File: src/scsi_cmd_regs.svh
`ifndef SCSI_CMD_REGS_SVH
`define SCSI_CMD_REGS_SVH
// ----------------------------------------
// register offsets
// ----------------------------------------
`define ADDR_W          4
`define OFF_COMMAND     4'h0
`define OFF_MODE        4'h1
`define OFF_BASE_COUNT  4'h2
`define OFF_CUR_COUNT   4'h3
`define OFF_STATUS      4'h4
`define OFF_INT_ACK     4'h5
// ----------------------------------------
// field positions and fixed codes
// ----------------------------------------
`define MODE_DMA_BIT    0
`define CODE_SOFT_RST   8'h00
`define CODE_ABORT      8'h01
`define CODE_RELEASE    8'h02
`define CODE_ATN_SET    8'h03
`define CODE_ACK_CLR    8'h04
`define CODE_FLUSH      8'h05
`define CODE_BUS_RST    8'h08
`define CODE_SELECT     8'h10
`define MASK_SELECT     8'hf7
`define CODE_INIT_XFER  8'h12
`define CODE_AUTO_INIT  8'h14
`define MASK_LOW6       8'h3f
`define MASK_AUTO_INIT  8'h37
`define CODE_RESELECT   8'h20
`define CODE_AUTO_TGT   8'h30
`define CODE_TGT_XFER   8'h28
`define MASK_TGT_XFER   8'h38
`define CODE_RESEL_XFER 8'h38
`define MASK_RESEL_XFER 8'h3e
`define CNT_ZERO        24'h00_0000
`define CNT_ONE         24'h00_0001
`define BYTE_ZERO       8'h00
`define EXEC_CYCLES     4'h4
`endif

File: src/scsi_cmd_pkg.sv
package scsi_cmd_pkg;
  typedef enum logic [1:0] {ST_DISC, ST_INIT, ST_TARGET} role_t;
  typedef enum logic [1:0] {CLS_NONE, CLS_A, CLS_B, CLS_C} cls_t;
  typedef struct packed {
    logic       atn;
    logic       ack;
    logic       rst;
    logic       busy;
  } bus_ctl_t;
  typedef struct packed {
    logic       msg;
    logic       cd;
    logic       io;
  } phase_t;
endpackage

File: src/scsi_command_decoder.sv
// Our own choices: the plain strobed port and the register addresses.
`timescale 1ns/100ps
`include "scsi_cmd_regs.svh"
// What this block does
// - decode housekeeping and bus reset codes 00,01,02,03,04,05,08
// - housekeeping any state; attention set and ack clear only as initiator
// - select is 0001A000, disconnected only, class B with interrupt
// - initiator transfer cc010010, initiator state only, moves data
// - auto initiator cc01A100, disconnected only, one interrupt at end
// - reselect 00100000 and auto target 00110000, disconnected only
// - target receive cc101MC0 / send cc101MC1, target only, phase bits
// - re-receive cc111000 / re-send cc111001, disconnected, end as target
// - counted command loads current counter by count select
// - select 00 copies all; 01 copies upper 16 and clears low byte
// - select 10 clears upper 16, loads low byte; 11 loads one
// - every command is class A, B or C
// - class A except soft reset runs at once, no interrupt
// - soft reset clears role, mode, current count, target phase, atn, ack at once then raises interrupt
// - class B and C synchronised to clock, interrupt at finish
// - selection by another device answered alone, then interrupt if no command runs
// - phase change while a command runs as initiator or target is reported with interrupt
// - mode bit picks programmed io (0) or dma (1) for data phases
module scsi_command_decoder
(
  input  wire logic                      clk,
  input  wire logic                      rstn,
  input  wire logic [`ADDR_W-1:0]        addr,
  input  wire logic [31:0]               wdata,
  input  wire logic                      wr,
  input  wire logic                      rd,
  output logic      [31:0]               rdata,
  input  wire logic                      selected_in,
  input  wire scsi_cmd_pkg::phase_t      phase_in,
  output scsi_cmd_pkg::bus_ctl_t         bus_ctl,
  output logic                           fifo_flush,
  output logic                           dma_mode,
  output logic                           irq
);
  // ----------------------------------------
  // decode
  // ----------------------------------------
  logic [7:0]              cmd;
  scsi_cmd_pkg::cls_t      cls;
  logic                    legal;
  logic                    counted;
  logic                    cmd_wr;
  scsi_cmd_pkg::role_t     role_reg;
  scsi_cmd_pkg::role_t     end_role;
  assign cmd    = wdata[7:0];
  assign cmd_wr = wr && addr == `OFF_COMMAND;
  always_comb
  begin
    cls      = scsi_cmd_pkg::CLS_NONE;
    legal    = 1'b0;
    counted  = 1'b0;
    end_role = role_reg;
    if (cmd == `CODE_SOFT_RST || cmd == `CODE_ABORT || cmd == `CODE_RELEASE ||
        cmd == `CODE_FLUSH)
    begin
      cls   = scsi_cmd_pkg::CLS_A;
      legal = 1'b1;
    end
    else if (cmd == `CODE_ATN_SET || cmd == `CODE_ACK_CLR)
    begin
      cls   = scsi_cmd_pkg::CLS_A;
      legal = role_reg == scsi_cmd_pkg::ST_INIT;
    end
    else if (cmd == `CODE_BUS_RST)
    begin
      cls   = scsi_cmd_pkg::CLS_B;
      legal = 1'b1;
    end
    else if ((cmd & `MASK_SELECT) == `CODE_SELECT)
    begin
      cls      = scsi_cmd_pkg::CLS_B;
      legal    = role_reg == scsi_cmd_pkg::ST_DISC;
      end_role = scsi_cmd_pkg::ST_INIT;
    end
    else if ((cmd & `MASK_LOW6) == `CODE_INIT_XFER)
    begin
      cls     = scsi_cmd_pkg::CLS_B;
      legal   = role_reg == scsi_cmd_pkg::ST_INIT;
      counted = 1'b1;
    end
    else if ((cmd & `MASK_AUTO_INIT) == `CODE_AUTO_INIT)
    begin
      cls      = scsi_cmd_pkg::CLS_C;
      legal    = role_reg == scsi_cmd_pkg::ST_DISC;
      counted  = 1'b1;
      end_role = scsi_cmd_pkg::ST_INIT;
    end
    else if (cmd == `CODE_RESELECT || cmd == `CODE_AUTO_TGT)
    begin
      cls      = cmd == `CODE_RESELECT ? scsi_cmd_pkg::CLS_B : scsi_cmd_pkg::CLS_C;
      legal    = role_reg == scsi_cmd_pkg::ST_DISC;
      end_role = scsi_cmd_pkg::ST_TARGET;
    end
    else if ((cmd & `MASK_TGT_XFER) == `CODE_TGT_XFER)
    begin
      cls     = scsi_cmd_pkg::CLS_B;
      legal   = role_reg == scsi_cmd_pkg::ST_TARGET;
      counted = 1'b1;
    end
    else if ((cmd & `MASK_RESEL_XFER) == `CODE_RESEL_XFER)
    begin
      cls      = scsi_cmd_pkg::CLS_C;
      legal    = role_reg == scsi_cmd_pkg::ST_DISC;
      counted  = 1'b1;
      end_role = scsi_cmd_pkg::ST_TARGET;
    end
  end
  // ----------------------------------------
  // execution sequencer
  // ----------------------------------------
  // class B/C take a fixed execution time; bus timing lives elsewhere
  logic                    go;
  logic                    abort_go;
  logic                    soft_rst;
  logic [3:0]              busy_cnt_reg;
  scsi_cmd_pkg::role_t     pend_role_reg;
  logic [7:0]              cmd_reg;
  logic                    done;
  logic                    resp_done;
  logic                    phase_chg;
  logic                    busy_q;
  // abort is the one command taken while another still runs
  assign abort_go = cmd_wr && cmd == `CODE_ABORT;
  assign go       = cmd_wr && legal && (busy_cnt_reg == 4'h0 || abort_go);
  assign soft_rst = go && cmd == `CODE_SOFT_RST;
  assign done     = busy_cnt_reg == 4'h1;
  always_ff @(posedge clk or negedge rstn)
  begin
    if (!rstn)
    begin
      busy_cnt_reg  <= 4'h0;
      pend_role_reg <= scsi_cmd_pkg::ST_DISC;
      cmd_reg       <= `BYTE_ZERO;
    end
    else if (go && cmd == `CODE_ABORT)
      busy_cnt_reg <= 4'h0;
    else if (go && cls != scsi_cmd_pkg::CLS_A)
    begin
      busy_cnt_reg  <= `EXEC_CYCLES;
      pend_role_reg <= end_role;
      cmd_reg       <= cmd;
    end
    else if (busy_cnt_reg != 4'h0)
      busy_cnt_reg <= busy_cnt_reg - 4'h1;
  end
  always_ff @(posedge clk or negedge rstn)
  begin
    if (!rstn)
      role_reg <= scsi_cmd_pkg::ST_DISC;
    else if (soft_rst || (go && cmd == `CODE_RELEASE))
      role_reg <= scsi_cmd_pkg::ST_DISC;
    else if (done)
      role_reg <= cmd_reg == `CODE_BUS_RST ? scsi_cmd_pkg::ST_DISC : pend_role_reg;
    else if (selected_in && role_reg == scsi_cmd_pkg::ST_DISC)
      role_reg <= scsi_cmd_pkg::ST_TARGET;
  end
  assign resp_done = selected_in && role_reg == scsi_cmd_pkg::ST_DISC && busy_cnt_reg == 4'h0;
  // ----------------------------------------
  // phase watch
  // ----------------------------------------
  scsi_cmd_pkg::phase_t    phase_reg;
  always_ff @(posedge clk or negedge rstn)
  begin
    if (!rstn)
      phase_reg <= '0;
    else
      phase_reg <= phase_in;
  end
  // idle phase moves are ignored; only a running command reports them
  assign busy_q    = busy_cnt_reg != 4'h0;
  assign phase_chg = role_reg != scsi_cmd_pkg::ST_DISC && busy_q && phase_reg != phase_in;
  // ----------------------------------------
  // counters
  // ----------------------------------------
  logic [23:0]             base_count_reg;
  logic [23:0]             current_transfer_count;
  logic [23:0]             count_next;
  // count select sits in the top two bits of every counted code
  always_comb
  begin
    unique case (cmd[7:6])
      2'b00: count_next = base_count_reg;
      2'b01: count_next = {base_count_reg[23:8], `BYTE_ZERO};
      2'b10: count_next = {16'h0000, base_count_reg[7:0]};
      2'b11: count_next = `CNT_ONE;
    endcase
  end
  always_ff @(posedge clk or negedge rstn)
  begin
    if (!rstn)
      base_count_reg <= `CNT_ZERO;
    else if (wr && addr == `OFF_BASE_COUNT)
      base_count_reg <= wdata[23:0];
  end
  always_ff @(posedge clk or negedge rstn)
  begin
    if (!rstn)
      current_transfer_count <= `CNT_ZERO;
    else if (soft_rst)
      current_transfer_count <= `CNT_ZERO;
    else if (go && counted)
      current_transfer_count <= count_next;
  end
  // ----------------------------------------
  // target information phase
  // ----------------------------------------
  // kept so software can see which phase the last target transfer used
  logic [1:0]              info_phase_reg;
  always_ff @(posedge clk or negedge rstn)
  begin
    if (!rstn)
      info_phase_reg <= 2'b00;
    else if (soft_rst)
      info_phase_reg <= 2'b00;
    else if (go && (cmd & `MASK_TGT_XFER) == `CODE_TGT_XFER)
      info_phase_reg <= cmd[2:1];
  end
  // ----------------------------------------
  // mode, bus control, interrupt
  // ----------------------------------------
  always_ff @(posedge clk or negedge rstn)
  begin
    if (!rstn)
      dma_mode <= 1'b0;
    else if (soft_rst)
      dma_mode <= 1'b0;
    else if (wr && addr == `OFF_MODE)
      dma_mode <= wdata[`MODE_DMA_BIT];
  end
  always_ff @(posedge clk or negedge rstn)
  begin
    if (!rstn)
    begin
      bus_ctl    <= '0;
      fifo_flush <= 1'b0;
    end
    else
    begin
      fifo_flush <= go && (cmd == `CODE_FLUSH || soft_rst);
      bus_ctl.busy <= (busy_cnt_reg > 4'h1 && !abort_go) || (go && cls != scsi_cmd_pkg::CLS_A);
      bus_ctl.rst  <= (go && cmd == `CODE_BUS_RST) || (bus_ctl.rst && !done && !abort_go);
      // ack stays up after an initiator transfer until software clears it
      if (soft_rst || (go && (cmd == `CODE_RELEASE || cmd == `CODE_ACK_CLR)))
        bus_ctl.ack <= 1'b0;
      else if (done && (cmd_reg & `MASK_LOW6) == `CODE_INIT_XFER)
        bus_ctl.ack <= 1'b1;
      if (soft_rst || (go && cmd == `CODE_RELEASE))
        bus_ctl.atn <= 1'b0;
      else if (go && cmd == `CODE_ATN_SET)
        bus_ctl.atn <= 1'b1;
      else if (go && (cmd & `MASK_AUTO_INIT) == `CODE_AUTO_INIT)
        bus_ctl.atn <= cmd[3];
      else if (go && (cmd & `MASK_SELECT) == `CODE_SELECT)
        bus_ctl.atn <= cmd[3];
    end
  end
  // set beats clear so no event is lost
  logic [2:0]              int_cause_reg;
  logic                    ack_wr;
  assign ack_wr = wr && addr == `OFF_INT_ACK;
  always_ff @(posedge clk or negedge rstn)
  begin
    if (!rstn)
      int_cause_reg <= 3'b000;
    else
    begin
      int_cause_reg[0] <= soft_rst || done || (int_cause_reg[0] && !(ack_wr && wdata[0]));
      int_cause_reg[1] <= resp_done || (int_cause_reg[1] && !(ack_wr && wdata[1]));
      int_cause_reg[2] <= phase_chg || (int_cause_reg[2] && !(ack_wr && wdata[2]));
    end
  end
  always_ff @(posedge clk or negedge rstn)
  begin
    if (!rstn)
      irq <= 1'b0;
    else
      irq <= int_cause_reg != 3'b000;
  end
  // ----------------------------------------
  // read port
  // ----------------------------------------
  always_ff @(posedge clk or negedge rstn)
  begin
    if (!rstn)
      rdata <= 32'h0000_0000;
    else if (rd)
    begin
      unique case (addr)
        `OFF_MODE:       rdata <= {31'h0000_0000, dma_mode};
        `OFF_BASE_COUNT: rdata <= {8'h00, base_count_reg};
        `OFF_CUR_COUNT:  rdata <= {8'h00, current_transfer_count};
        `OFF_STATUS:     rdata <= {17'h0_0000, info_phase_reg, phase_reg, busy_q, int_cause_reg,
                                   role_reg, cmd_reg[7:4]};
        default:         rdata <= 32'h0000_0000;
      endcase
    end
    else
      rdata <= 32'h0000_0000;
  end
endmodule

File: config.mk
export PLATFORM = sky130hd
export DESIGN_NAME = scsi_command_decoder
export DESIGN_NICKNAME = d
export VERILOG_FILES = /design/src/scsi_cmd_pkg.sv /design/src/scsi_command_decoder.sv
export VERILOG_INCLUDE_DIRS = /design/src
export SDC_FILE = /design/constraint.sdc
export NUM_CORES = 1
export LEC_CHECK = 0
export BUFFER_PORTS_ARGS = -buffer_cell sky130_fd_sc_hd__buf_2
export CORE_MARGIN = 4
export CORE_UTILIZATION = 56
export DETAILED_ROUTE_END_ITERATION = 7
export PLACE_DENSITY = 0.92
export SYNTH_ARGS = -nofsm -noshare
export SYNTH_HDL_FRONTEND = slang
export SYNTH_SLANG_ARGS = --single-unit
export TNS_END_PERCENT = 5
File: constraint.sdc
create_clock -name clk -period 2.44 [get_ports clk]
set_input_delay 0.244 -clock clk [delete_from_list [all_inputs] [get_ports clk]]
set_output_delay 0.244 -clock clk [all_outputs]
set_load 0.05 [all_outputs]
==> flow_summary.toml, run 1 <==
[worst_setup_path]
crit_required_ps = 2700
cp-end-kind = "flop"
worstSetupPathType = "reg2reg"
crit_fanout = 8
crit_path_start_kind = "flop"
arrival_ps = 2420
rr_worst_depth = 8

[run_status]
status = "complete, no violations"

[cells_and_area]
nNetsFinal = 518
areaGrowthSynthToFinish_pct = 18.48
stdcell_count = 579
diodes = 0
drive_above_1_share_pct = 37.95
fin_util_pct = 69.63

[pwr]
ir_drop_mv = 0.4435
power_density_nw_per_um2 = 731.6
p_leak_nw = 2.615

[timing]
maxSlewHeadroom_pct = 47.79
fin_ws_ps = 279.2
worst_slew_pin_slew_ps = 783.1
hold_viol_final = 0
holdWs_ps = 8.710
setup_viol = 0
finalClockSkew_ps = 16.56
final-max-slew-violation-count = 0
rsz0062_at_grt = "false"
max_freq_mhz = 462.8
finalSetupTns_ps = 0
final.min_clock_period_ps = 2161
period_share_pct = 88.56

[synth]
ys_seq_area_share_pct = 55.89
synth-async-reset-ratio_pct = 100.0
syn_inst = 378
synth_flop_cell = "dfrtp_1"
synth_top_area_share_pct = 55.89
yosys_warnings = 0
synth.distinct_cells = 61
synth-edff-count = 0
synth_area_um2 = 4612
synthTopCellsByArea = "dfrtp_1 (56%), mux2_2 (8.5%), a22o_1 (3.6%)"
synth_top_cell_by_area = "dfrtp_1"
ys_seq_elements = 103
syn-mean-instance-area_um2 = 12.20

[place]
numPortBuffers = 66
dp.cells = 561
hpwlAfterDp_um = 8223
gp_congestion = 0.9385
place_ws_ps = -107.3

[route]
drtPass1Iterations = 5
vias = 3634
drtIter0Drc = 321
ant_nets = 0
avgRoutedWirePerCell_um = 20.62
viasPerCell = 6.276
wl_um = 11940
drc = 0

[cts]
tritoncts = "done"
clock_sinks = 103
clk_latency_ps = 370
cts-resized-gates = 0
cts-root-buf = "clkbuf_8"
cts_buffers = 9
htree_num_levels = 3
clk_path_buf_depth = 2
clk_pin_slew_ps = 100

[global_routing]
grt_pass1_vias = 3706
gr-total-overflow = 0
antenna_found_initial = 0
grt_pass1_wl_um = 19120
grt_max_degree = 60
grt_usage_pct = 24.82

[hold_path]
holdPathStages = 1
hp-class = "in2reg"

[floorplan]
die_h_um = 98.75
pin_count = 83
start_util_pct = 58.77
rows = 32
die_area_um2 = 9752
core_area_um2 = 7848
die_w_um = 98.75

[flow_run]
drv_cap = 0
[final cells by class]
cell class | instances | area, um^2
Timing Repair Buffer | 107 | 680.7
Inverter | 7 | 26.28
Multi-Input combinational cell | 244 | 1864
Fill cell | 539 | 2384
Tap cell | 102 | 127.6
Clock buffer | 10 | 137.6
Clock inverter | 6 | 50.05
Sequential cell | 103 | 2577
[logic make-up (layout without fill, tap and decap cells)]
group	after synthesis	after routing	share of synthesized area (%)
buffers and inverters	38	130	4.395
DFF	103	103	55.89
adders and majority gates	2	2	0.5425
AOI/OAI and AO/OA	87	87	16.09
xor gates and xnor gates	6	6	1.139
muxes	38	38	9.197
and+or+nand+nor	103	103	12.67
other	1	8	0.08131
[repair_timing]
item / CTS / global route
hold buffers: 1 / 0
hold endpoints to repair: 44 / 0
setup buffers: 0 / 1
endpoints found under the setup margin: 0 / 16
[cell usage after synthesis (4+ instances only)]
| library cell | n |
|---|---|
| a22o_2 | 6 |
| xor2_1 | 4 |
| buf_2 | 5 |
| a31oi_1 | 6 |
| a22o_1 | 19 |
| clkbuf_1 | 14 |
| buf_4 | 8 |
| nand3_1 | 6 |
| inv_1 | 7 |
| a222oi_1 | 14 |
| nor2_1 | 43 |
| a21oi_1 | 11 |
| dfrtp_1 | 103 |
| mux2_2 | 35 |
| a22oi_1 | 9 |
| o21ai_0 | 4 |
| nor3_1 | 8 |
| nand2_1 | 18 |
[worst paths after layout]
kind	startpoint	end	slack (ps)
setup / recovery	busy_cnt_reg[0]$_DFFE_PN0P_	cmd_reg[4]$_DFFE_PN0P_	280
hold / removal	phase_in[2]	phase_reg[2]$_DFF_PN0_	9
setup reg to reg	busy_cnt_reg[0]$_DFFE_PN0P_	cmd_reg[4]$_DFFE_PN0P_	280
hold reg to reg	current_transfer_count[12]$_DFFE_PN0P_	current_transfer_count[12]$_DFFE_PN0P_	510
max in group asynchronous	rstn	base_count_reg[9]$_DFFE_PN0P_	1330
min in group asynchronous	rstn	cmd_reg[1]$_DFFE_PN0P_	400
[critical path, cell delays in order (launching register included)]
cell,delay (ps)
dfrtp_1,430
inv_1,90
ha_1,250
and2_1,240
o221ai_4,160
buf_4,190
nor3_4,170
buf_4,190
mux2_2,340
[per-layer routing]
metal,track usage (%),wire (um)
met1,32.61,4699
met2,41.06,6003
met3,3.822,905
met4,10.82,330
met5,0,0
[report_power, final]
group,switching (W),internal [W]
clock network,0.000610,0.000414
registers,0.000173,0.00190
logic,0.000525,0.000376
[placed cells by master, fill, tap and decap left out, types with 3 or more instances in the layout]
master	n
mux2_2	35
a222oi_1	14
nor2_1	43
conb_1	8
dfrtp_1	103
a22oi_1	9
mux2i_1	3
buf_2	65
nor3_1	8
xor2_1	4
nand3_1	6
a31oi_1	6
inv_1	7
and2_1	3
a22o_2	6
clkbuf_8	10
o21ai_0	4
buf_4	38
nand2_1	18
a21oi_1	11
buf_12	3
a22o_1	19
nor2b_1	3
[metrics by stage]
stage / power (W) / area [um^2]
2_1_floorplan: 0.002663 / 4638
3_3_place_gp: 0.002920 / 5246
3_5_place_dp: 0.002983 / 5246
4_1_cts: 0.003988 / 5444
5_1_grt: 0.004191 / 5464
6_report: 0.003998 / 5464
Power figures use the tool's default switching activity.
==> run 2, diff against run 1 <==
--- a/config.mk
+++ b/config.mk
@@ -8,9 +8,9 @@
 export LEC_CHECK = 0
 export BUFFER_PORTS_ARGS = -buffer_cell sky130_fd_sc_hd__buf_2
 export CORE_MARGIN = 4
-export CORE_UTILIZATION = 56
+export CORE_UTILIZATION = 60
 export DETAILED_ROUTE_END_ITERATION = 7
-export PLACE_DENSITY = 0.92
+export PLACE_DENSITY = 0.95
 export SYNTH_ARGS = -nofsm -noshare
 export SYNTH_HDL_FRONTEND = slang
 export SYNTH_SLANG_ARGS = --single-unit
==> constraint.sdc (replaced) <==
create_clock -name clk -period 2.8 [get_ports clk]
set_input_delay 0.28 -clock clk [delete_from_list [all_inputs] [get_ports clk]]
set_output_delay 0.28 -clock clk [all_outputs]
set_load 0.05 [all_outputs]
==> run 2 against run 1 <==
Die area fell by 6.1%; sequential power is 13% lower; first-iteration DRC count is 31% higher; critical path depth shrank 1; hold slack improved by 8.1 ps; final area decreased by 3.1%; core utilization grew 2.2 points; power decreased by 12%; critical path type unchanged; highest routed layer unchanged.
==> flow_summary.toml, run 2 (synthesis gave the netlist of run 1 again) <==
[run_status]
status = "complete, no violations"

[route]
wl_um = 11330
vias = 3541
drtIter0Drc = 421
drtPass1Iterations = 7
drc = 0
ant_nets = 0
avgRoutedWirePerCell_um = 20.44
viasPerCell = 6.392

[cts]
htree_num_levels = 3
cts_hold_buf = 1
clock_sinks = 103
postCtsSetupBuffers = 0
cts-root-buf = "clkbuf_8"
cts_buffers = 9
clk_path_buf_depth = 2
cts-resized-gates = 0
tritoncts = "done"
clk_latency_ps = 390
clk_pin_slew_ps = 110

[timing]
rsz0062_at_grt = "false"
finalSetupTns_ps = 0
final.min_clock_period_ps = 2675
worst_slew_pin_slew_ps = 1040
setup_viol = 0
period_share_pct = 95.52
max_freq_mhz = 373.9
finalClockSkew_ps = 14.27
hold_viol_final = 0
final-max-slew-violation-count = 0
maxSlewHeadroom_pct = 30.38

[worst_setup_path]
crit_family = "simple AND/OR/NAND/NOR gates"
max_stage_delay_ps = 860
ff2ff_setup_slack_ps = 130
crit_chain = "inv_1 -> ha_1 -> and2_1 -> o221ai_4 -> nor2_4 -> nor4b_4 -> a22o_2"
cp-end-kind = "flop"
crit_path_start_kind = "flop"
crit_slowest_cell = "nor4b_4"
crit_required_ps = 3130
r2r-start = "busy_cnt_reg[0]$_DFFE_PN0P_"
arrival_ps = 3010
crit_fanout = 16
r2r_end = "current_transfer_count[9]$_DFFE_PN0P_"
crit_cells = 7
path_buf_inv = 1
worstSetupPathType = "reg2reg"
rr_worst_depth = 7

[cells_and_area]
final_cell_area_um2 = 5293
mostFrequentLayoutCell = "dfrtp_1"
areaGrowthSynthToFinish_pct = 14.76
nNetsFinal = 496
drive_above_1_share_pct = 34.95
fin_util_pct = 71.82
final_cell_mix = "dfrtp_1 (103), buf_2 (65), nor2_1 (43)"
diodes = 0

[floorplan]
core_area_um2 = 7370
die_area_um2 = 9153
pin_count = 83
rows = 31
die_w_um = 95.67
die_h_um = 95.67
start_util_pct = 62.58

[global_routing]
antenna_found_initial = 0
grt_max_degree = 58
gr-total-overflow = 0
grt_pass1_vias = 3519
grt_usage_pct = 26.05
grt_pass1_wl_um = 17860

[pwr]
p_leak_nw = 2.510
fin_total_pwr_w = 0.003511
ir_drop_mv = 0.3724
power_density_nw_per_um2 = 663.3

[flow_run]
drv_cap = 0

[place]
numPortBuffers = 66
placed_area_um2 = 5072
hpwlAfterDp_um = 7782
gp_congestion = 0.9226

[hold_path]
hp-class = "in2reg"
hold_start = "phase_in[0]"
holdPathStages = 1
hold_end = "phase_reg[0]$_DFF_PN0_"
[run 2: changes by cell type in the layout (fill, tap and decap cells not counted)]
cell,delta
clkinvlp_4,-1
buf_12,-2
clkbuf_8,-1
inv_6,+1
bufinv_16,+1
inv_8,-1
clkinv_8,+1
buf_4,-20
[run 2: worst max path at each step]
stage                                                   endpoint                         from  slack, ps
after floorplan                           cmd_reg[7]$_DFFE_PN0P_                     wdata[6]        540
after global placement     current_transfer_count[8]$_DFFE_PN0P_                     wdata[6]        160
after detailed placement   current_transfer_count[9]$_DFFE_PN0P_                     wdata[6]         40
after CTS                  current_transfer_count[9]$_DFFE_PN0P_  busy_cnt_reg[0]$_DFFE_PN0P_        130
after global routing      current_transfer_count[13]$_DFFE_PN0P_  busy_cnt_reg[0]$_DFFE_PN0P_          5
final                      current_transfer_count[9]$_DFFE_PN0P_  busy_cnt_reg[0]$_DFFE_PN0P_        130
[run 2: report_power, final]
group	leakage [nW]	internal (W)	switching (W)
combinational	1.06	0.000287	0.000436
clock	0.107	0.000430	0.000547
sequential	1.35	0.00165	0.000156
total	2.51	0.00237	0.00114
[run 2: worst reg2reg max path: cells and delay by family, from the launching register on]
kind	cells	cell delay [ps]
and+or+nand+nor	3	1350
AOI/OAI and AO/OA	2	520
DFF	1	430
adders and majority gates	1	250
buffers and inverters	1	90
[run 2: area by class of cell]
class / instances / area [um^2]
clock buffer: 9 / 123.9
clock inverter: 7 / 86.33
inverter: 7 / 26.28
multi-input combinational: 244 / 1864
timing repair buffer: 85 / 490.5
tap: 99 / 123.9
fill: 493 / 2077
sequential: 103 / 2577
[run 2: layer usage]
| layer | GRT usage [%] | part of all wire (%) | vias up |
|---|---|---|---|
| met5 | 0 | 0 | - |
| met3 | 3.867 | 8.0 | 25 |
| met2 | 42.21 | 51 | 220 |
| li1 | - | - | 1532 |
| met4 | 11.61 | 2.9 | 0 |
| met1 | 34.88 | 38 | 1764 |
[run 2: stage by stage]
stage               hold slack [ps]  setup WS [ps]  cells
floorplan                    -15.59          542.6    385
global placement              367.5          161.5    537
detailed placement            372.9          36.23    537
CTS                           11.36          134.7    554
global route                  12.45          4.882    554
finish                        16.81          125.3    554
==> run 3, diff against run 2 <==
==> constraint.sdc (replaced) <==
create_clock -name clk -period 3.2 [get_ports clk]
set_input_delay 0.32 -clock clk [delete_from_list [all_inputs] [get_ports clk]]
set_output_delay 0.32 -clock clk [all_outputs]
set_load 0.05 [all_outputs]
==> run 3 against run 2 <==
Die area unchanged; non-clock buffer count down 11; final cell count down 2.0%; clock skew up 5.8 ps; global-route usage down 0.54 points; worst setup slack better by 450 ps; hold slack better by 42 ps; largest cell class unchanged; highest routed layer unchanged.
==> flow_summary.toml, run 3 (synthesis gave the netlist of run 1 again) <==
[run_status]
status = "complete, no violations"

[cells_and_area]
nNetsFinal = 485
multiInputGateArea_um2 = 1864
diodes = 0
mostFrequentLayoutCell = "dfrtp_1"
seq_area_um2 = 2577
areaGrowthSynthToFinish_pct = 12.83
final_cell_mix = "dfrtp_1 (103), buf_2 (65), nor2_1 (43)"
drive_above_1_share_pct = 33.56
fillers = 493

[cts]
clk_pin_slew_ps = 110
htree_num_levels = 3
cts-root-buf = "clkbuf_8"
clk_path_buf_depth = 2
cts_buffers = 9
postCtsSetupBuffers = 0
tritoncts = "done"
cts_hold_buf = 0
cts-resized-gates = 0
clock_sinks = 103
clk_latency_ps = 390

[worst_setup_path]
crit_required_ps = 3530
crit_path_start_kind = "flop"
crit_fanout = 16
r2r_end = "current_transfer_count[13]$_DFFE_PN0P_"
ff2ff_setup_slack_ps = 580
worstSetupPathType = "reg2reg"
arrival_ps = 2960
rr_worst_depth = 7
cp-end-kind = "flop"
r2r-start = "busy_cnt_reg[0]$_DFFE_PN0P_"

[floorplan]
core_area_um2 = 7370
die_area_um2 = 9153
pin_count = 83
die_h_um = 95.67
start_util_pct = 62.58
die_w_um = 95.67
rows = 31

[hold_path]
hold_start = "phase_in[0]"
hp-class = "in2reg"
holdPathStages = 1
hold_end = "phase_reg[0]$_DFF_PN0_"

[route]
drc = 0
vias = 3488
avgRoutedWirePerCell_um = 20.35
drtIter0Drc = 350
viasPerCell = 6.424
drtPass1Iterations = 5
wl_um = 11050
ant_nets = 0

[timing]
finalSetupTns_ps = 0
max_freq_mhz = 381.3
rsz0062_at_grt = "false"
hold_viol_final = 0
maxSlewHeadroom_pct = 22.04
setup_viol = 0
final-max-slew-violation-count = 0
final.min_clock_period_ps = 2623
worst_slew_pin_slew_ps = 1167
period_share_pct = 81.97
holdWs_ps = 58.74
finalClockSkew_ps = 20.07

[flow_run]
drv_cap = 0

[global_routing]
antenna_found_initial = 0
grt_pass1_vias = 3580
grt_usage_pct = 25.51
grt_max_degree = 86
grt_pass1_wl_um = 17690
gr-total-overflow = 0

[pwr]
p_leak_nw = 2.455
power_density_nw_per_um2 = 595.1
ir_drop_mv = 0.3149
fin_total_pwr_w = 0.003097

[place]
gp_congestion = 0.9283
numPortBuffers = 66
hpwlAfterDp_um = 7299
run 3: power breakdown:
part           internal [W]  switching (W)  total (W)
sequential          0.00145       0.000138    0.00159
combinational      0.000243       0.000385   0.000628
clock              0.000386       0.000497   0.000883
run 3: through the flow:
stage	cells	worst slack, ps	util, %	cell area [um^2]
after floorplan	385	902.6	-	4638
after global placement	527	416.4	67.64	4985
after detailed placement	527	343.6	67.64	4985
after CTS	543	595.9	70.61	5204
after global routing	543	403.4	70.61	5204
final	543	577.1	70.61	5204
run 3: cell type report:
cell class                      instances  area share, %
Clock buffer                            9          2.380
Inverter                                7         0.5049
Tap cell                               99          2.380
Sequential cell                       103          49.53
Clock inverter                          7          1.827
Multi-Input combinational cell        244          35.83
Timing Repair Buffer                   74          7.550
run 3: routing by layer:
layer,global-route usage (%),wire (um),vias up,part of all wire [%]
met3,7.340,1031,30,9.3
met5,0,0,-,0
met1,32.52,4250,1731,38
met2,40.59,5474,219,50
li1,-,-,1508,-
met4,11.26,294,0,2.7
run 3: how the worst max path moves through the flow:
stage          depth (start not counted)  slack, ps                        start                                     end
5_1_grt                                7        400  busy_cnt_reg[0]$_DFFE_PN0P_   current_transfer_count[8]$_DFFE_PN0P_
4_1_cts                                7        600  busy_cnt_reg[0]$_DFFE_PN0P_   current_transfer_count[8]$_DFFE_PN0P_
3_5_place_dp                           7        340                     wdata[6]  current_transfer_count[13]$_DFFE_PN0P_
2_1_floorplan                          8        900                     wdata[6]                  cmd_reg[7]$_DFFE_PN0P_
3_3_place_gp                           7        420                     wdata[6]  current_transfer_count[13]$_DFFE_PN0P_
6_report                               7        580  busy_cnt_reg[0]$_DFFE_PN0P_  current_transfer_count[13]$_DFFE_PN0P_
run 3: critical path, stage by stage, from the launching register on:
cell,delay [ps]
dfrtp_1,420
inv_1,90
ha_1,260
and2_1,320
o221ai_4,220
nor2_4,150
nor4b_4,820
a22o_2,290
